## src/rtl/hpeq_map.vh

```
`ifndef HPEQ_MAP_VH
`define HPEQ_MAP_VH
// register indices, byte address is four times the index
`define HPEQ_IDX_EQ        10'h118
`define HPEQ_IDX_LBAL_HI   10'h11a
`define HPEQ_IDX_LBAL_LO   10'h11b
`define HPEQ_IDX_RBAL_HI   10'h11c
`define HPEQ_IDX_RBAL_LO   10'h11d
`define HPEQ_IDX_VOL_HI    10'h11e
`define HPEQ_IDX_VOL_LO    10'h11f
`define HPEQ_IDX_STATUS    10'h130
// equalizer control fields
`define HPEQ_BAND_HI       10
`define HPEQ_BAND_LO       8
`define HPEQ_GAIN_HI       5
`define HPEQ_GAIN_LO       0
`define HPEQ_BAND_MAX      3'h6
`define HPEQ_GAIN_MAX      6'h30
`define HPEQ_GAIN_UNITY    7'h18
// writable bit masks, reserved bits store and read as zero
`define HPEQ_EQ_WMASK      16'h073f
`define HPEQ_HI_WMASK      16'h0fff
`define HPEQ_LO_WMASK      16'hffff
// reset values
`define HPEQ_EQ_RST        16'h0018
`define HPEQ_HI_RST        16'h0080
`define HPEQ_LO_RST        16'h0000
// band centres in hz
`define HPEQ_FC_B0         14'h0078
`define HPEQ_FC_B1         14'h00c8
`define HPEQ_FC_B2         14'h01f4
`define HPEQ_FC_B3         14'h04b0
`define HPEQ_FC_B4         14'h0bb8
`define HPEQ_FC_B5         14'h1d4c
`define HPEQ_FC_B6         14'h2ee0
// status fields
`define HPEQ_ST_RSVD       3
// bus answers
`define HPEQ_RESP_OKAY     2'h0
`define HPEQ_RESP_DECERR   2'h3
`endif

```

## src/rtl/hpeq_coef.v

```verilog
`timescale 1ns/1ps
`include "hpeq_map.vh"
module hpeq_coef #(
    parameter CW = 28
) (
    // clock and reset
    input  wire          aclk,
    input  wire          aresetn,
    // half writes, data already masked
    input  wire          hi_we,
    input  wire [15:0]   hi_wdata,
    input  wire          lo_we,
    input  wire [15:0]   lo_wdata,
    // readback and state
    output reg  [15:0]   hi_q,
    output reg  [15:0]   lo_q,
    output wire          pend,
    // applied coefficient
    output reg  [CW-1:0] coef_q,
    output reg           upd_q
);
    localparam [15:0] HI_RST = `HPEQ_HI_RST;
    localparam [15:0] LO_RST = `HPEQ_LO_RST;

    reg         hi_seen_q;
    reg         lo_seen_q;
    wire [15:0] hi_d      = hi_we ? hi_wdata : hi_q;
    wire [15:0] lo_d      = lo_we ? lo_wdata : lo_q;
    wire        hi_seen_d = hi_seen_q | hi_we;
    wire        lo_seen_d = lo_seen_q | lo_we;
    wire        both      = hi_seen_d & lo_seen_d;

    assign pend = hi_seen_q | lo_seen_q;

    always @(posedge aclk) begin
        if (!aresetn) begin
            hi_q      <= HI_RST;
            lo_q      <= LO_RST;
            hi_seen_q <= 1'b0;
            lo_seen_q <= 1'b0;
            coef_q    <= {HI_RST[CW-17:0], LO_RST};
            upd_q     <= 1'b0;
        end else begin
            hi_q  <= hi_d;
            lo_q  <= lo_d;
            upd_q <= both;
            // a lone half waits, so the datapath never sees a torn word
            if (both) begin
                coef_q    <= {hi_d[CW-17:0], lo_d};
                hi_seen_q <= 1'b0;
                lo_seen_q <= 1'b0;
            end else begin
                hi_seen_q <= hi_seen_d;
                lo_seen_q <= lo_seen_d;
            end
        end
    end
endmodule

```

## src/rtl/hpeq_regs.v

```verilog
`timescale 1ns/1ps
`include "hpeq_map.vh"
// Overview of operation
// - band field bits 10:8 picks centre
// - gain bits 5:0, half dB steps
// - eq register resets to 0x0018
// - coefficients are signed 5.23 values
// - left balance from 0x011A and 0x011B
// - right balance from 0x011C and 0x011D
// - volume from 0x011E and 0x011F
// - upper halves reset 0x0080, lower 0x0000
module hpeq_regs #(
    parameter CW = 28
) (
    // clock and reset
    input  wire                 aclk,
    input  wire                 aresetn,
    // axi4-lite write address
    input  wire [11:0]          s_axi_awaddr,
    input  wire                 s_axi_awvalid,
    output wire                 s_axi_awready,
    // axi4-lite write data
    input  wire [31:0]          s_axi_wdata,
    input  wire [3:0]           s_axi_wstrb,
    input  wire                 s_axi_wvalid,
    output wire                 s_axi_wready,
    // axi4-lite write response
    output wire [1:0]           s_axi_bresp,
    output wire                 s_axi_bvalid,
    input  wire                 s_axi_bready,
    // axi4-lite read address
    input  wire [11:0]          s_axi_araddr,
    input  wire                 s_axi_arvalid,
    output wire                 s_axi_arready,
    // axi4-lite read data
    output wire [31:0]          s_axi_rdata,
    output wire [1:0]           s_axi_rresp,
    output wire                 s_axi_rvalid,
    input  wire                 s_axi_rready,
    // equalizer settings
    output wire [2:0]           eq_band,
    output wire [5:0]           eq_gain,
    output wire [13:0]          eq_center_hz,
    output wire signed [6:0]    eq_gain_half_db,
    output wire                 eq_valid,
    // scaling coefficients, signed 5.23
    output wire signed [CW-1:0] left_balance_coef,
    output wire signed [CW-1:0] right_balance_coef,
    output wire signed [CW-1:0] volume_coef,
    output wire [2:0]           coef_update
);
    localparam NC = 3;
    // coefficient order: left balance, right balance, volume
    localparam [29:0] HI_IDXS = {`HPEQ_IDX_VOL_HI, `HPEQ_IDX_RBAL_HI, `HPEQ_IDX_LBAL_HI};
    localparam [29:0] LO_IDXS = {`HPEQ_IDX_VOL_LO, `HPEQ_IDX_RBAL_LO, `HPEQ_IDX_LBAL_LO};

    // bus state
    reg                 awready_q;
    reg                 wready_q;
    reg                 aw_full_q;
    reg                 w_full_q;
    reg  [9:0]          aw_idx_q;
    reg  [15:0]         w_data_q;
    reg  [1:0]          w_strb_q;
    reg                 bvalid_q;
    reg  [1:0]          bresp_q;
    reg                 arready_q;
    reg                 rvalid_q;
    reg  [31:0]         rdata_q;
    reg  [1:0]          rresp_q;

    // register state
    reg  [15:0]         eq_q;
    reg                 rsvd_err_q;
    reg  [2:0]          eq_band_q;
    reg  [5:0]          eq_gain_q;
    reg  [13:0]         eq_center_hz_q;
    reg  signed [6:0]   eq_gain_half_db_q;
    reg                 eq_valid_q;

    // combinational
    reg                 aw_full_d;
    reg                 w_full_d;
    reg  [31:0]         rdata_d;
    reg                 rd_map;
    reg                 wr_map;
    reg  [15:0]         wmask;
    integer             i;
    integer             j;

    wire                do_wr   = aw_full_q & w_full_q & ~bvalid_q;
    wire                aw_take = s_axi_awvalid & awready_q;
    wire                w_take  = s_axi_wvalid & wready_q;
    wire                ar_take = s_axi_arvalid & arready_q;
    wire [9:0]          ar_idx  = s_axi_araddr[11:2];
    wire [15:0]         lane    = {{8{w_strb_q[1]}}, {8{w_strb_q[0]}}};
    wire                wr_eq   = do_wr & (aw_idx_q == `HPEQ_IDX_EQ);
    wire                wr_st   = do_wr & (aw_idx_q == `HPEQ_IDX_STATUS);

    wire [NC-1:0]       hi_we;
    wire [NC-1:0]       lo_we;
    wire [NC-1:0]       pend;
    wire [NC-1:0]       upd;
    wire [15:0]         hi_rd [0:NC-1];
    wire [15:0]         lo_rd [0:NC-1];
    wire [CW-1:0]       coef  [0:NC-1];

    // merge strobed bytes over old contents, then drop reserved bits
    function [15:0] merge;
        input [15:0] old;
        input [15:0] nw;
        input [15:0] ln;
        input [15:0] msk;
        begin
            merge = ((old & ~ln) | (nw & ln)) & msk;
        end
    endfunction

    genvar k;
    generate
        for (k = 0; k < NC; k = k + 1) begin : g_coef
            assign hi_we[k] = do_wr & (aw_idx_q == HI_IDXS[k*10 +: 10]);
            assign lo_we[k] = do_wr & (aw_idx_q == LO_IDXS[k*10 +: 10]);
            hpeq_coef #(
                .CW(CW)
            ) u_coef (
                .aclk     (aclk),
                .aresetn  (aresetn),
                .hi_we    (hi_we[k]),
                .hi_wdata (merge(hi_rd[k], w_data_q, lane, `HPEQ_HI_WMASK)),
                .lo_we    (lo_we[k]),
                .lo_wdata (merge(lo_rd[k], w_data_q, lane, `HPEQ_LO_WMASK)),
                .hi_q     (hi_rd[k]),
                .lo_q     (lo_rd[k]),
                .pend     (pend[k]),
                .coef_q   (coef[k]),
                .upd_q    (upd[k])
            );
        end
    endgenerate

    // write decode: mapped flag and writable mask of the target
    always @* begin
        wr_map = 1'b0;
        wmask  = 16'h0000;
        if (aw_idx_q == `HPEQ_IDX_EQ) begin
            wr_map = 1'b1;
            wmask  = `HPEQ_EQ_WMASK;
        end
        if (aw_idx_q == `HPEQ_IDX_STATUS) begin
            wr_map = 1'b1;
            wmask  = 16'hffff;
        end
        for (i = 0; i < NC; i = i + 1) begin
            if (aw_idx_q == HI_IDXS[i*10 +: 10]) begin
                wr_map = 1'b1;
                wmask  = `HPEQ_HI_WMASK;
            end
            if (aw_idx_q == LO_IDXS[i*10 +: 10]) begin
                wr_map = 1'b1;
                wmask  = `HPEQ_LO_WMASK;
            end
        end
    end

    // address and data may arrive in either order
    always @* begin
        aw_full_d = aw_full_q;
        w_full_d  = w_full_q;
        if (aw_take) begin
            aw_full_d = 1'b1;
        end
        if (w_take) begin
            w_full_d = 1'b1;
        end
        if (do_wr) begin
            aw_full_d = 1'b0;
            w_full_d  = 1'b0;
        end
    end

    always @(posedge aclk) begin
        if (!aresetn) begin
            aw_full_q <= 1'b0;
            w_full_q  <= 1'b0;
            awready_q <= 1'b0;
            wready_q  <= 1'b0;
            aw_idx_q  <= 10'h000;
            w_data_q  <= 16'h0000;
            w_strb_q  <= 2'h0;
            bvalid_q  <= 1'b0;
            bresp_q   <= `HPEQ_RESP_OKAY;
        end else begin
            aw_full_q <= aw_full_d;
            w_full_q  <= w_full_d;
            awready_q <= ~aw_full_d;
            wready_q  <= ~w_full_d;
            if (aw_take) begin
                aw_idx_q <= s_axi_awaddr[11:2];
            end
            if (w_take) begin
                w_data_q <= s_axi_wdata[15:0];
                w_strb_q <= s_axi_wstrb[1:0];
            end
            if (do_wr) begin
                bvalid_q <= 1'b1;
                bresp_q  <= wr_map ? `HPEQ_RESP_OKAY : `HPEQ_RESP_DECERR;
            end else if (s_axi_bready) begin
                bvalid_q <= 1'b0;
            end
        end
    end

    // equalizer control and reserved-bit watch
    always @(posedge aclk) begin
        if (!aresetn) begin
            eq_q       <= `HPEQ_EQ_RST;
            rsvd_err_q <= 1'b0;
        end else begin
            if (wr_eq) begin
                eq_q <= merge(eq_q, w_data_q, lane, `HPEQ_EQ_WMASK);
            end
            // host must keep reserved bits zero; a slip is only flagged
            if (do_wr & wr_map & ~wr_st & |(w_data_q & lane & ~wmask)) begin
                rsvd_err_q <= 1'b1;
            end else if (wr_st & w_strb_q[0] & w_data_q[`HPEQ_ST_RSVD]) begin
                rsvd_err_q <= 1'b0;
            end
        end
    end

    // decoded eq settings, one cycle behind the register
    always @(posedge aclk) begin
        if (!aresetn) begin
            eq_band_q         <= 3'h0;
            eq_gain_q         <= 6'h00;
            eq_center_hz_q    <= `HPEQ_FC_B0;
            eq_gain_half_db_q <= 7'h00;
            eq_valid_q        <= 1'b0;
        end else begin
            eq_band_q         <= eq_q[`HPEQ_BAND_HI:`HPEQ_BAND_LO];
            eq_gain_q         <= eq_q[`HPEQ_GAIN_HI:`HPEQ_GAIN_LO];
            // code 0x00 is +24 half dB, 0x18 is zero, 0x30 is -24
            eq_gain_half_db_q <= `HPEQ_GAIN_UNITY - {1'b0, eq_q[`HPEQ_GAIN_HI:`HPEQ_GAIN_LO]};
            eq_valid_q        <= (eq_q[`HPEQ_BAND_HI:`HPEQ_BAND_LO] <= `HPEQ_BAND_MAX) &
                                 (eq_q[`HPEQ_GAIN_HI:`HPEQ_GAIN_LO] <= `HPEQ_GAIN_MAX);
            case (eq_q[`HPEQ_BAND_HI:`HPEQ_BAND_LO])
                3'h0: begin
                    eq_center_hz_q <= `HPEQ_FC_B0;
                end
                3'h1: begin
                    eq_center_hz_q <= `HPEQ_FC_B1;
                end
                3'h2: begin
                    eq_center_hz_q <= `HPEQ_FC_B2;
                end
                3'h3: begin
                    eq_center_hz_q <= `HPEQ_FC_B3;
                end
                3'h4: begin
                    eq_center_hz_q <= `HPEQ_FC_B4;
                end
                3'h5: begin
                    eq_center_hz_q <= `HPEQ_FC_B5;
                end
                3'h6: begin
                    eq_center_hz_q <= `HPEQ_FC_B6;
                end
                default: begin
                    // code 7 has no band; eq_valid drops
                    eq_center_hz_q <= 14'h0000;
                end
            endcase
        end
    end

    // read decode, upper lanes read as zero
    always @* begin
        rdata_d = 32'h0000_0000;
        rd_map  = 1'b0;
        if (ar_idx == `HPEQ_IDX_EQ) begin
            rdata_d = {16'h0000, eq_q};
            rd_map  = 1'b1;
        end
        if (ar_idx == `HPEQ_IDX_STATUS) begin
            rdata_d = {28'h0000000, rsvd_err_q, pend};
            rd_map  = 1'b1;
        end
        for (j = 0; j < NC; j = j + 1) begin
            if (ar_idx == HI_IDXS[j*10 +: 10]) begin
                rdata_d = {16'h0000, hi_rd[j]};
                rd_map  = 1'b1;
            end
            if (ar_idx == LO_IDXS[j*10 +: 10]) begin
                rdata_d = {16'h0000, lo_rd[j]};
                rd_map  = 1'b1;
            end
        end
    end

    always @(posedge aclk) begin
        if (!aresetn) begin
            arready_q <= 1'b0;
            rvalid_q  <= 1'b0;
            rdata_q   <= 32'h0000_0000;
            rresp_q   <= `HPEQ_RESP_OKAY;
        end else begin
            if (ar_take) begin
                arready_q <= 1'b0;
                rvalid_q  <= 1'b1;
                rdata_q   <= rdata_d;
                rresp_q   <= rd_map ? `HPEQ_RESP_OKAY : `HPEQ_RESP_DECERR;
            end else if (rvalid_q & s_axi_rready) begin
                rvalid_q  <= 1'b0;
                arready_q <= 1'b1;
            end else if (!rvalid_q) begin
                arready_q <= 1'b1;
            end
        end
    end

    // port drive, all from flip-flops
    assign s_axi_awready      = awready_q;
    assign s_axi_wready       = wready_q;
    assign s_axi_bvalid       = bvalid_q;
    assign s_axi_bresp        = bresp_q;
    assign s_axi_arready      = arready_q;
    assign s_axi_rvalid       = rvalid_q;
    assign s_axi_rdata        = rdata_q;
    assign s_axi_rresp        = rresp_q;
    assign eq_band            = eq_band_q;
    assign eq_gain            = eq_gain_q;
    assign eq_center_hz       = eq_center_hz_q;
    assign eq_gain_half_db    = eq_gain_half_db_q;
    assign eq_valid           = eq_valid_q;
    assign left_balance_coef  = coef[0];
    assign right_balance_coef = coef[1];
    assign volume_coef        = coef[2];
    assign coef_update        = upd;
endmodule

```

## config.mk

```make
export PLATFORM = sky130hd
export DESIGN_NAME = hpeq_regs
export DESIGN_NICKNAME = d
export VERILOG_FILES = /design/src/rtl/hpeq_coef.v /design/src/rtl/hpeq_regs.v
export VERILOG_INCLUDE_DIRS = /design/src /design/src/rtl
export SDC_FILE = /design/constraint.sdc
export NUM_CORES = 1
export LEC_CHECK = 0
export ABC_AREA = 1
export BUFFER_PORTS_ARGS = -buffer_cell sky130_fd_sc_hd__buf_2
export CAP_MARGIN = 0
export CORE_MARGIN = 5
export CORE_UTILIZATION = 55
export DETAILED_ROUTE_END_ITERATION = 12
export PLACE_DENSITY_LB_ADDON = 0.3
export SETUP_SLACK_MARGIN = 0.05
export SYNTH_ARGS = -nofsm -noshare
export SYNTH_HDL_FRONTEND = slang
export SYNTH_SLANG_ARGS = --single-unit
```

## constraint.sdc

```tcl
create_clock -name aclk -period 2.2 [get_ports aclk]
set_clock_uncertainty 0.15 [all_clocks]
set_input_delay 0.11 -clock aclk [delete_from_list [all_inputs] [get_ports aclk]]
set_output_delay 0.11 -clock aclk [all_outputs]
set_load 0.005 [all_outputs]
```

==> results.ini, run 1 <==
[pwr]
power.total_w = 0.009918
power.density_cell_area_mw_per_mm2 = 723.0
p_leak_nw = 6.475
vdd_ir_drop_max_v = 0.0005314

[synth]
synthDominantAreaCellType = sky130_fd_sc_hd__dfxtp_1
syn_inst = 1545
count_of_state_elements_after_synthesis = 268
yosys_synthesis_warning_count = 0
leading_cell_types_by_total_area_after_synthesis = sky130_fd_sc_hd__dfxtp_1 48%, sky130_fd_sc_hd__nand2_1 14%, sky130_fd_sc_hd__inv_1 7.1%
synth_enable_flop_cells = 0
ys.flop_type = sky130_fd_sc_hd__dfxtp_1
seq_area_frac_synth_pct = 47.51
synth.cell_area_mm2 = 0.01129
syn_area_per_cell_um2 = 7.310
synthDistinctLibCells = 43
ys_async_sr_fraction_pct = 0
synth_largest_type_area_fraction_pct = 47.51

[placed_design]
io_buffers = 185
gp_congestion = 0.9294
place_ws_ps = 108.1
postPlaceCellArea_mm2 = 0.01245
dp_hpwl_um = 23730

[grt]
grt_pass1_vias = 9941
antenna_violations_before_repair = 0
residual_overflow_from_global_routing = 0
maximum_number_of_pins_on_one_net_before_global_route_repair = 53
groute.usage.overall_pct = 27.35
grt_first_pass_wirelength_um = 52150

[clock_network]
clockRootBuffer = sky130_fd_sc_hd__clkbuf_16
clk_latency_ps = 530
worst_setup_hold_path_clk_slew_ps = 60
tritoncts.num_buffers = 26
cts_tree = built
max-clock-path-buffers = 3
cts.sinks = 268
cts_htree_levels = 1

[die]
row_count = 52
initial_utilization_pct = 55.81
num_io_pins = 226
design.die.area_mm2 = 0.02350
chipHeight_um = 153.3
die_x_um = 153.3
core-area_mm2 = 0.02023

[sta]
setup_viol_count_final = 0
post_layout_minimum_cycle_time_ps = 2044
finalSetupTns_ps = 0
finalHoldViolations = 1
grt_setup_unrepaired = yes
tightest_slew_ps = 554.2
clock.fmax_ghz = 0.4892
finalCritPeriodShare_pct = 92.92
final-max-slew-violation-count = 0
timing.hold.ws_ps = -2.915
worst_case_headroom_to_the_max_slew_limit_pct = 63.02
setup_slack_ps = 155.7

[worst_hold_path]
min_from = s_axi_wvalid
hold_path.class = input port to flip-flop

[routing]
viasPerCell = 5.163
drt_pass1_iterations = 6
avgRoutedWirePerCell_um = 16.27
drt_iter0_markers = 1015
drcViolationCount = 0
antenna_left = 0
drt-total-wl_um = 33350
dr_total_vias = 10580

[setup_path]
timing_worst_setup_path_type = flip-flop to flip-flop
worstSetupStartpoint = aw_idx_q[3]$_SDFFE_PN0P_
crit_path_start_kind = flip-flop
cp_data_required_time_ps = 2530
reg2reg_from = aw_idx_q[3]$_SDFFE_PN0P_
end_kind = flip-flop
crit_fanout = 8
timing.critical_path.arrival_ps = 2370

[layout]
areaGrowthSynthToFinish_pct = 21.47
num-fill-cells = 1711
nNetsFinal = 1829
layout.area.seq_mm2 = 0.005365
post-route-cell-area_mm2 = 0.01372
multi_input_area_mm2 = 0.004621
fraction_of_final_layout_cells_sized_beyond_drive_strength_1_pct = 20.63
diodes = 0

[run_status]
violations = hold timing
outcome = finished, violations left

[flow_run]
drv.max_cap_violation_count = 0

## worst paths after layout
kind / end / cells past startpoint / slack (ps)
max: g_coef[2].u_coef.coef_q[15]$_SDFFE_PN0P_ / 10 / 160
min: w_data_q[4]$_SDFFE_PN0P_ / 3 / -3
max reg2reg: g_coef[2].u_coef.coef_q[15]$_SDFFE_PN0P_ / 10 / 160
min reg2reg: g_coef[1].u_coef.coef_q[2]$_SDFFE_PN0P_ / 2 / 290
## Yosys cell counts, types with 4 or more instances
cell	n
sky130_fd_sc_hd__nand4_1	12
sky130_fd_sc_hd__nor2_1	139
sky130_fd_sc_hd__buf_1	8
sky130_fd_sc_hd__buf_6	7
sky130_fd_sc_hd__o21ai_0	85
sky130_fd_sc_hd__a211oi_1	4
sky130_fd_sc_hd__a31oi_1	4
sky130_fd_sc_hd__a21oi_1	68
sky130_fd_sc_hd__nand3b_1	9
sky130_fd_sc_hd__nor3_1	8
sky130_fd_sc_hd__o21ai_1	20
sky130_fd_sc_hd__nand2_2	7
sky130_fd_sc_hd__nor2_4	4
sky130_fd_sc_hd__nand2_1	407
sky130_fd_sc_hd__o211ai_1	5
sky130_fd_sc_hd__dfxtp_1	268
sky130_fd_sc_hd__o22ai_1	28
sky130_fd_sc_hd__nand3_1	61
sky130_fd_sc_hd__buf_2	20
sky130_fd_sc_hd__clkbuf_1	32
sky130_fd_sc_hd__o31ai_1	10
sky130_fd_sc_hd__inv_1	214
sky130_fd_sc_hd__inv_2	19
sky130_fd_sc_hd__o21ai_2	28
sky130_fd_sc_hd__o2111ai_1	9
sky130_fd_sc_hd__buf_4	27
sky130_fd_sc_hd__nor2_2	20
## per-layer routing
metal / vias to the layer above / global-route usage, % / part of all wire [%]
li1: 5255 / - / -
met1: 4738 / 36.92 / 41
met2: 497 / 44.19 / 45
met3: 89 / 3.873 / 9.8
met4: 0 / 11.37 / 4.5
met5: - / 0 / 0
## final cells by class
cell class / count / share of cell area [%]
tap: 270 / 2.463
clock inverter: 6 / 0.4287
sequential: 268 / 39.11
inverter: 233 / 6.439
clock buffer: 40 / 5.792
timing repair buffer: 265 / 12.08
multi-input combinational: 967 / 33.68
## cells by family (layout without fill, tap and decap cells)
kind of cell | after synthesis | after routing | share of synthesized area [%]
flip-flops | 268 | 268 | 47.51
AO/OA/AOI/OAI | 269 | 269 | 14.23
other | 1 | 18 | 0.03321
AND/OR/NAND/NOR | 679 | 679 | 25.67
buffers and inverters | 327 | 544 | 12.45
adder cells (fa/ha/maj) | 1 | 1 | 0.1108
## flip-flops by register name, indices dropped and copies added, names as in the netlist, 2 cells and up, named ones only
| register | count |
|---|---|
| g_coef.u_coef.hi_seen_q | 3 |
| g_coef.u_coef.lo_seen_q | 3 |
| eq_gain_half_db | 6 |
| g_coef.u_coef.hi_q | 36 |
| eq_band | 3 |
| w_strb_q | 2 |
| w_data_q | 16 |
| s_axi_rdata | 16 |
| aw_idx_q | 10 |
| g_coef.u_coef.upd_q | 3 |
| g_coef.u_coef.coef_q | 84 |
| eq_gain | 6 |
| g_coef.u_coef.lo_q | 48 |
| eq_center_hz | 12 |
## what timing repair did
action	CTS	global route
hold endpoints to repair	42	0
setup buffers	0	2
resized for setup	0	15
setup endpoints to repair	0	97
hold buffers	36	0
## where the power goes
group | total [W] | switching (W) | internal [W]
combinational | 0.000512 | 0.000343 | 0.000170
clock | 0.00444 | 0.00185 | 0.00259
sequential | 0.00496 | 0.0000508 | 0.00491
total | 0.00992 | 0.00225 | 0.00767
## placed cells by master, fill, tap and decap left out, types with 2 or more instances in the layout
master,Yosys,final
sky130_fd_sc_hd__nand2_4,2,4
sky130_fd_sc_hd__o21a_1,2,2
sky130_fd_sc_hd__conb_1,1,18
sky130_fd_sc_hd__clkbuf_16,0,27
sky130_fd_sc_hd__nand3_1,61,61
sky130_fd_sc_hd__nor2_8,2,2
sky130_fd_sc_hd__nor3_1,8,8
sky130_fd_sc_hd__inv_4,0,2
sky130_fd_sc_hd__a211oi_1,4,4
sky130_fd_sc_hd__buf_4,27,40
sky130_fd_sc_hd__clkinv_2,0,4
sky130_fd_sc_hd__o21ai_1,20,21
sky130_fd_sc_hd__nor2_2,20,20
sky130_fd_sc_hd__a31oi_1,4,4
sky130_fd_sc_hd__o21ai_0,85,84
sky130_fd_sc_hd__a21oi_1,68,68
sky130_fd_sc_hd__buf_12,0,3
sky130_fd_sc_hd__o2111ai_1,9,9
sky130_fd_sc_hd__o21ai_2,28,28
sky130_fd_sc_hd__clkbuf_8,0,7
sky130_fd_sc_hd__o22ai_1,28,28
sky130_fd_sc_hd__nand3b_1,9,9
sky130_fd_sc_hd__buf_2,20,185
sky130_fd_sc_hd__inv_1,214,211
sky130_fd_sc_hd__or2_2,2,2
sky130_fd_sc_hd__dlygate4sd3_1,0,36
sky130_fd_sc_hd__clkbuf_1,32,6
sky130_fd_sc_hd__nand2_1,407,406
sky130_fd_sc_hd__nand4_1,12,12
sky130_fd_sc_hd__inv_2,19,19
sky130_fd_sc_hd__nor2_1,139,136
sky130_fd_sc_hd__nand2_2,7,6
sky130_fd_sc_hd__o31ai_1,10,10
sky130_fd_sc_hd__nand4_2,2,2
sky130_fd_sc_hd__o211ai_1,5,5
sky130_fd_sc_hd__nor2_4,4,7
sky130_fd_sc_hd__dfxtp_1,268,268
sky130_fd_sc_hd__a41oi_1,2,2
## per-stage QoR
step | std cells | utilization [%]
floorplan | 1562 | -
global placement | 1965 | 61.51
finish | 2049 | 67.80
CTS | 2047 | 67.51
global route | 2049 | 67.80
detailed placement | 1965 | 61.51
## critical path, stage by stage, from the launching register on
cell and delay (ps):
sky130_fd_sc_hd__dfxtp_1 380, sky130_fd_sc_hd__nand2_1 110, sky130_fd_sc_hd__nor2_2 180, sky130_fd_sc_hd__nand2_1 120, sky130_fd_sc_hd__nor2_2 160, sky130_fd_sc_hd__nand3_2 190
sky130_fd_sc_hd__clkinvlp_4 210, sky130_fd_sc_hd__nand2_1 70, sky130_fd_sc_hd__o21ai_0 170, sky130_fd_sc_hd__nand2_1 140, sky130_fd_sc_hd__nand2_1 100
No activity file was read; power rests on OpenSTA's default activity.
==> run 2, diff against run 1 <==
ABC_AREA = default   (was 1)
CORE_UTILIZATION = 54   (was 55)
==> run 2 against run 1 <==
The run ends with setup timing left. Final cell count decreased by 16%. Worst setup slack got worse by 410 ps. Largest power group unchanged. Die area is 3.1% lower.
==> results.ini, run 2 <==
[run_status]
outcome = finished, violations left
violations = setup timing

[layout]
mostFrequentLayoutCells = 266 x sky130_fd_sc_hd__dfxtp_1, 185 x sky130_fd_sc_hd__nor2_1, 185 x sky130_fd_sc_hd__buf_2, 104 x sky130_fd_sc_hd__nand2_1, 60 x sky130_fd_sc_hd__buf_4
areaGrowthSynthToFinish_pct = 44.84
post-route-cell-area_mm2 = 0.01552  ; +13%
largest_registers = g_coef.u_coef.coef_q: 84 flops, g_coef.u_coef.lo_q: 48 flops, g_coef.u_coef.hi_q: 36 flops
fraction_of_final_layout_cells_sized_beyond_drive_strength_1_pct = 36.46  ; +16 points
top_register = g_coef.u_coef.coef_q
number_of_flip_flops_in_the_largest_register = 84  ; unchanged
nNetsFinal = 1509  ; -17%
final_common_cell = sky130_fd_sc_hd__dfxtp_1
finalNonFillerCells = 1725  ; -16%

[setup_path]
timing_worst_setup_path_type = flip-flop to flip-flop
setup.reg_to_reg.worst_slack_ps = -260  ; -410 ps
crit_path_start_kind = flip-flop
reg2reg_from = aw_idx_q[7]$_SDFFE_PN0P_
reg2regPathDepth = 8  ; -2
worstSetupStartpoint = aw_idx_q[7]$_SDFFE_PN0P_
setup.worst_path.end = g_coef[0].u_coef.coef_q[5]$_SDFFE_PN0P_
crit_fanout = 6  ; -2
worst_r2r_endpoint = g_coef[0].u_coef.coef_q[5]$_SDFFE_PN0P_
timing.critical_path.arrival_ps = 2720  ; +350 ps
cp_data_required_time_ps = 2470  ; -60 ps
end_kind = flip-flop

[sta]
final-max-slew-violation-count = 0  ; unchanged
finalCritPeriodShare_pct = 111.6  ; +19 points
timing.hold.ws_ps = 71.35  ; +74.27 ps
setup_viol_count_final = 127  ; +127
post_layout_minimum_cycle_time_ps = 2455  ; +411.0 ps
grt_setup_unrepaired = yes
worst_case_headroom_to_the_max_slew_limit_pct = 34.11  ; -29 points
tightest_slew_ps = 987.0  ; +432.8 ps
clock.fmax_ghz = 0.4073  ; -17%
finalHoldViolations = 0  ; -1
setup_slack_ps = -255.3  ; -411.0 ps

[grt]
antenna_violations_before_repair = 2  ; +2
grt_first_pass_wirelength_um = 51940  ; -0.41%
residual_overflow_from_global_routing = 0  ; unchanged
grt_pass1_vias = 9296  ; -6.5%
maximum_number_of_pins_on_one_net_before_global_route_repair = 113  ; +110%
groute.usage.overall_pct = 29.05  ; +1.7 points

[die]
core-area_mm2 = 0.01953  ; -3.5%
initial_utilization_pct = 54.88  ; -0.94 points
num_io_pins = 226  ; unchanged
design.die.area_mm2 = 0.02276  ; -3.1%
die_x_um = 150.9  ; -1.6%
row_count = 51  ; -1.9%
chipHeight_um = 150.9  ; -1.6%

[synth]
synth.cell_area_mm2 = 0.01072  ; -5.1%
yosys_synthesis_warning_count = 0  ; unchanged
seq_area_frac_synth_pct = 50.07  ; +2.6 points
yosys-top-cells-count = 268 x sky130_fd_sc_hd__dfxtp_1, 209 x sky130_fd_sc_hd__nor2_1, 108 x sky130_fd_sc_hd__mux2i_1, 105 x sky130_fd_sc_hd__nand2_1, 74 x sky130_fd_sc_hd__a211oi_1
count_of_state_elements_after_synthesis = 268  ; unchanged
synth_enable_flop_cells = 0  ; unchanged
ys_async_sr_fraction_pct = 0  ; unchanged
synthDistinctLibCells = 69  ; +60%
synth.most_common_cell = sky130_fd_sc_hd__dfxtp_1
ys.flop_type = sky130_fd_sc_hd__dfxtp_1
syn_inst = 1153  ; -25%
syn_area_per_cell_um2 = 9.293  ; +27%
leading_cell_types_by_total_area_after_synthesis = sky130_fd_sc_hd__dfxtp_1 50%, sky130_fd_sc_hd__mux2i_1 10%, sky130_fd_sc_hd__nor2_1 7.3%
synthDominantAreaCellType = sky130_fd_sc_hd__dfxtp_1
synth_largest_type_area_fraction_pct = 50.07  ; +2.6 points

[routing]
drt_iter0_markers = 1009  ; -0.59%
dr_total_vias = 10380  ; -1.9%
drt_pass1_iterations = 6  ; unchanged
drcViolationCount = 0  ; unchanged
viasPerCell = 6.017  ; +17%
antenna_left = 0  ; unchanged
drt-total-wl_um = 39690  ; +19%
avgRoutedWirePerCell_um = 23.01  ; +41%

[placed_design]
gp_congestion = 0.9234  ; -0.65%
dp_hpwl_um = 21560  ; -9.1%
numPlacedInstances = 1581  ; -20%
io_buffers = 185  ; unchanged
postPlaceCellArea_mm2 = 0.01225  ; -1.6%
place_ws_ps = -142.9  ; -251.0 ps

[clock_network]
clk_latency_ps = 530  ; about the same
cts.sinks = 268  ; unchanged
worst_setup_hold_path_clk_slew_ps = 60  ; about the same
cts_tree = built
clockRootBuffer = sky130_fd_sc_hd__clkbuf_16
max-clock-path-buffers = 3  ; unchanged
cts_htree_levels = 1  ; unchanged
tritoncts.num_buffers = 27  ; +3.8%

[pwr]
power.density_cell_area_mw_per_mm2 = 660.0  ; -8.7%
vdd_ir_drop_max_v = 0.0005426  ; +2.1%
p_leak_nw = 6.239  ; -3.6%

[flow_run]
drv.max_cap_violation_count = 0  ; unchanged

[worst_hold_path]
hold_path.class = input port to flip-flop

[run 2: cell count changes after synthesis, moves of 30 or more]
| cell | previous run | this run |
|---|---|---|
| sky130_fd_sc_hd__mux2i_1 | 0 | 108 |
| sky130_fd_sc_hd__nor2_1 | 139 | 209 |
| sky130_fd_sc_hd__nand2_1 | 407 | 105 |
| sky130_fd_sc_hd__a211oi_1 | 4 | 74 |
| sky130_fd_sc_hd__inv_1 | 214 | 15 |
| sky130_fd_sc_hd__nand3_1 | 61 | 14 |
| sky130_fd_sc_hd__clkbuf_1 | 32 | 62 |
| sky130_fd_sc_hd__o21ai_0 | 85 | 32 |
[run 2: cell type report]
class,instances,area (µm²)
sequential,268,5368
antenna,1,2.502
inverter,16,65.06
timing repair buffer,353,2943
tap,265,331.6
clock inverter,11,138.9
multi-input combinational,775,5922
clock buffer,36,749.5
fill,1107,4006
[run 2: timing repair]
item	in CTS	in global routing
pin swaps	6	60
hold endpoints to repair	78	0
setup buffers	5	27
hold buffers	47	0
endpoints found under the setup margin	137	173
gates resized for setup	42	192
cloned	5	12
[run 2: cell families after synthesis]
group	Yosys count	synth area share (%)
compound gates	231	15.39
xor+xnor	7	0.5722
fa+ha+maj	1	0.1167
buf+inv	127	5.535
flops	268	50.07
mux	116	10.93
other cells	1	0.03500
simple gates	402	17.35
[run 2: per-stage QoR]
step / TNS (ps) / utilization [%] / total power (W)
floorplan: -201.5 / - / 0.005327
global placement: -2635 / 62.75 / 0.005473
detailed placement: -6137 / 62.75 / 0.005483
CTS: -1028 / 71.62 / 0.01012
global route: -17000 / 79.48 / 0.01049
finish: -12790 / 79.48 / 0.01024
[run 2: worst min-delay path by stage]
stage                    start                     endpoint  cells after the start
2_1_floorplan  s_axi_awaddr[9]     aw_idx_q[7]$_SDFFE_PN0P_                      2
3_3_place_gp   s_axi_awaddr[5]     aw_idx_q[3]$_SDFFE_PN0P_                      3
3_5_place_dp    s_axi_wdata[9]     w_data_q[9]$_SDFFE_PN0P_                      3
4_1_cts        s_axi_araddr[8]  s_axi_rdata[0]$_SDFFE_PN0P_                      5
5_1_grt        s_axi_araddr[8]  s_axi_rdata[0]$_SDFFE_PN0P_                      5
6_report       s_axi_araddr[8]  s_axi_rdata[0]$_SDFFE_PN0P_                      5
[run 2: power by group]
part	internal (W)	total, W	switching, W
logic	0.000217	0.000552	0.000335
clock network	0.00274	0.00469	0.00196
registers	0.00489	0.00500	0.000107
[run 2: worst max-delay path: stages, from the launching register on]
cell	delay [ps]
sky130_fd_sc_hd__dfxtp_2	320
sky130_fd_sc_hd__or4b_4	570
sky130_fd_sc_hd__buf_8	170
sky130_fd_sc_hd__o41ai_4	350
sky130_fd_sc_hd__a32o_2	210
sky130_fd_sc_hd__buf_12	150
sky130_fd_sc_hd__buf_12	130
sky130_fd_sc_hd__nor2_1	40
sky130_fd_sc_hd__a211oi_1	260
[run 2: metal layers]
| metal | global-route usage (%) | share of wire, % | vias to the layer above |
|---|---|---|---|
| met4 | 10.56 | 7.6 | 2 |
| met5 | 0 | 0.033 | - |
| met3 | 4.608 | 9.0 | 204 |
| met2 | 48.76 | 46 | 686 |
| met1 | 38.00 | 37 | 4932 |
| li1 | - | - | 4555 |
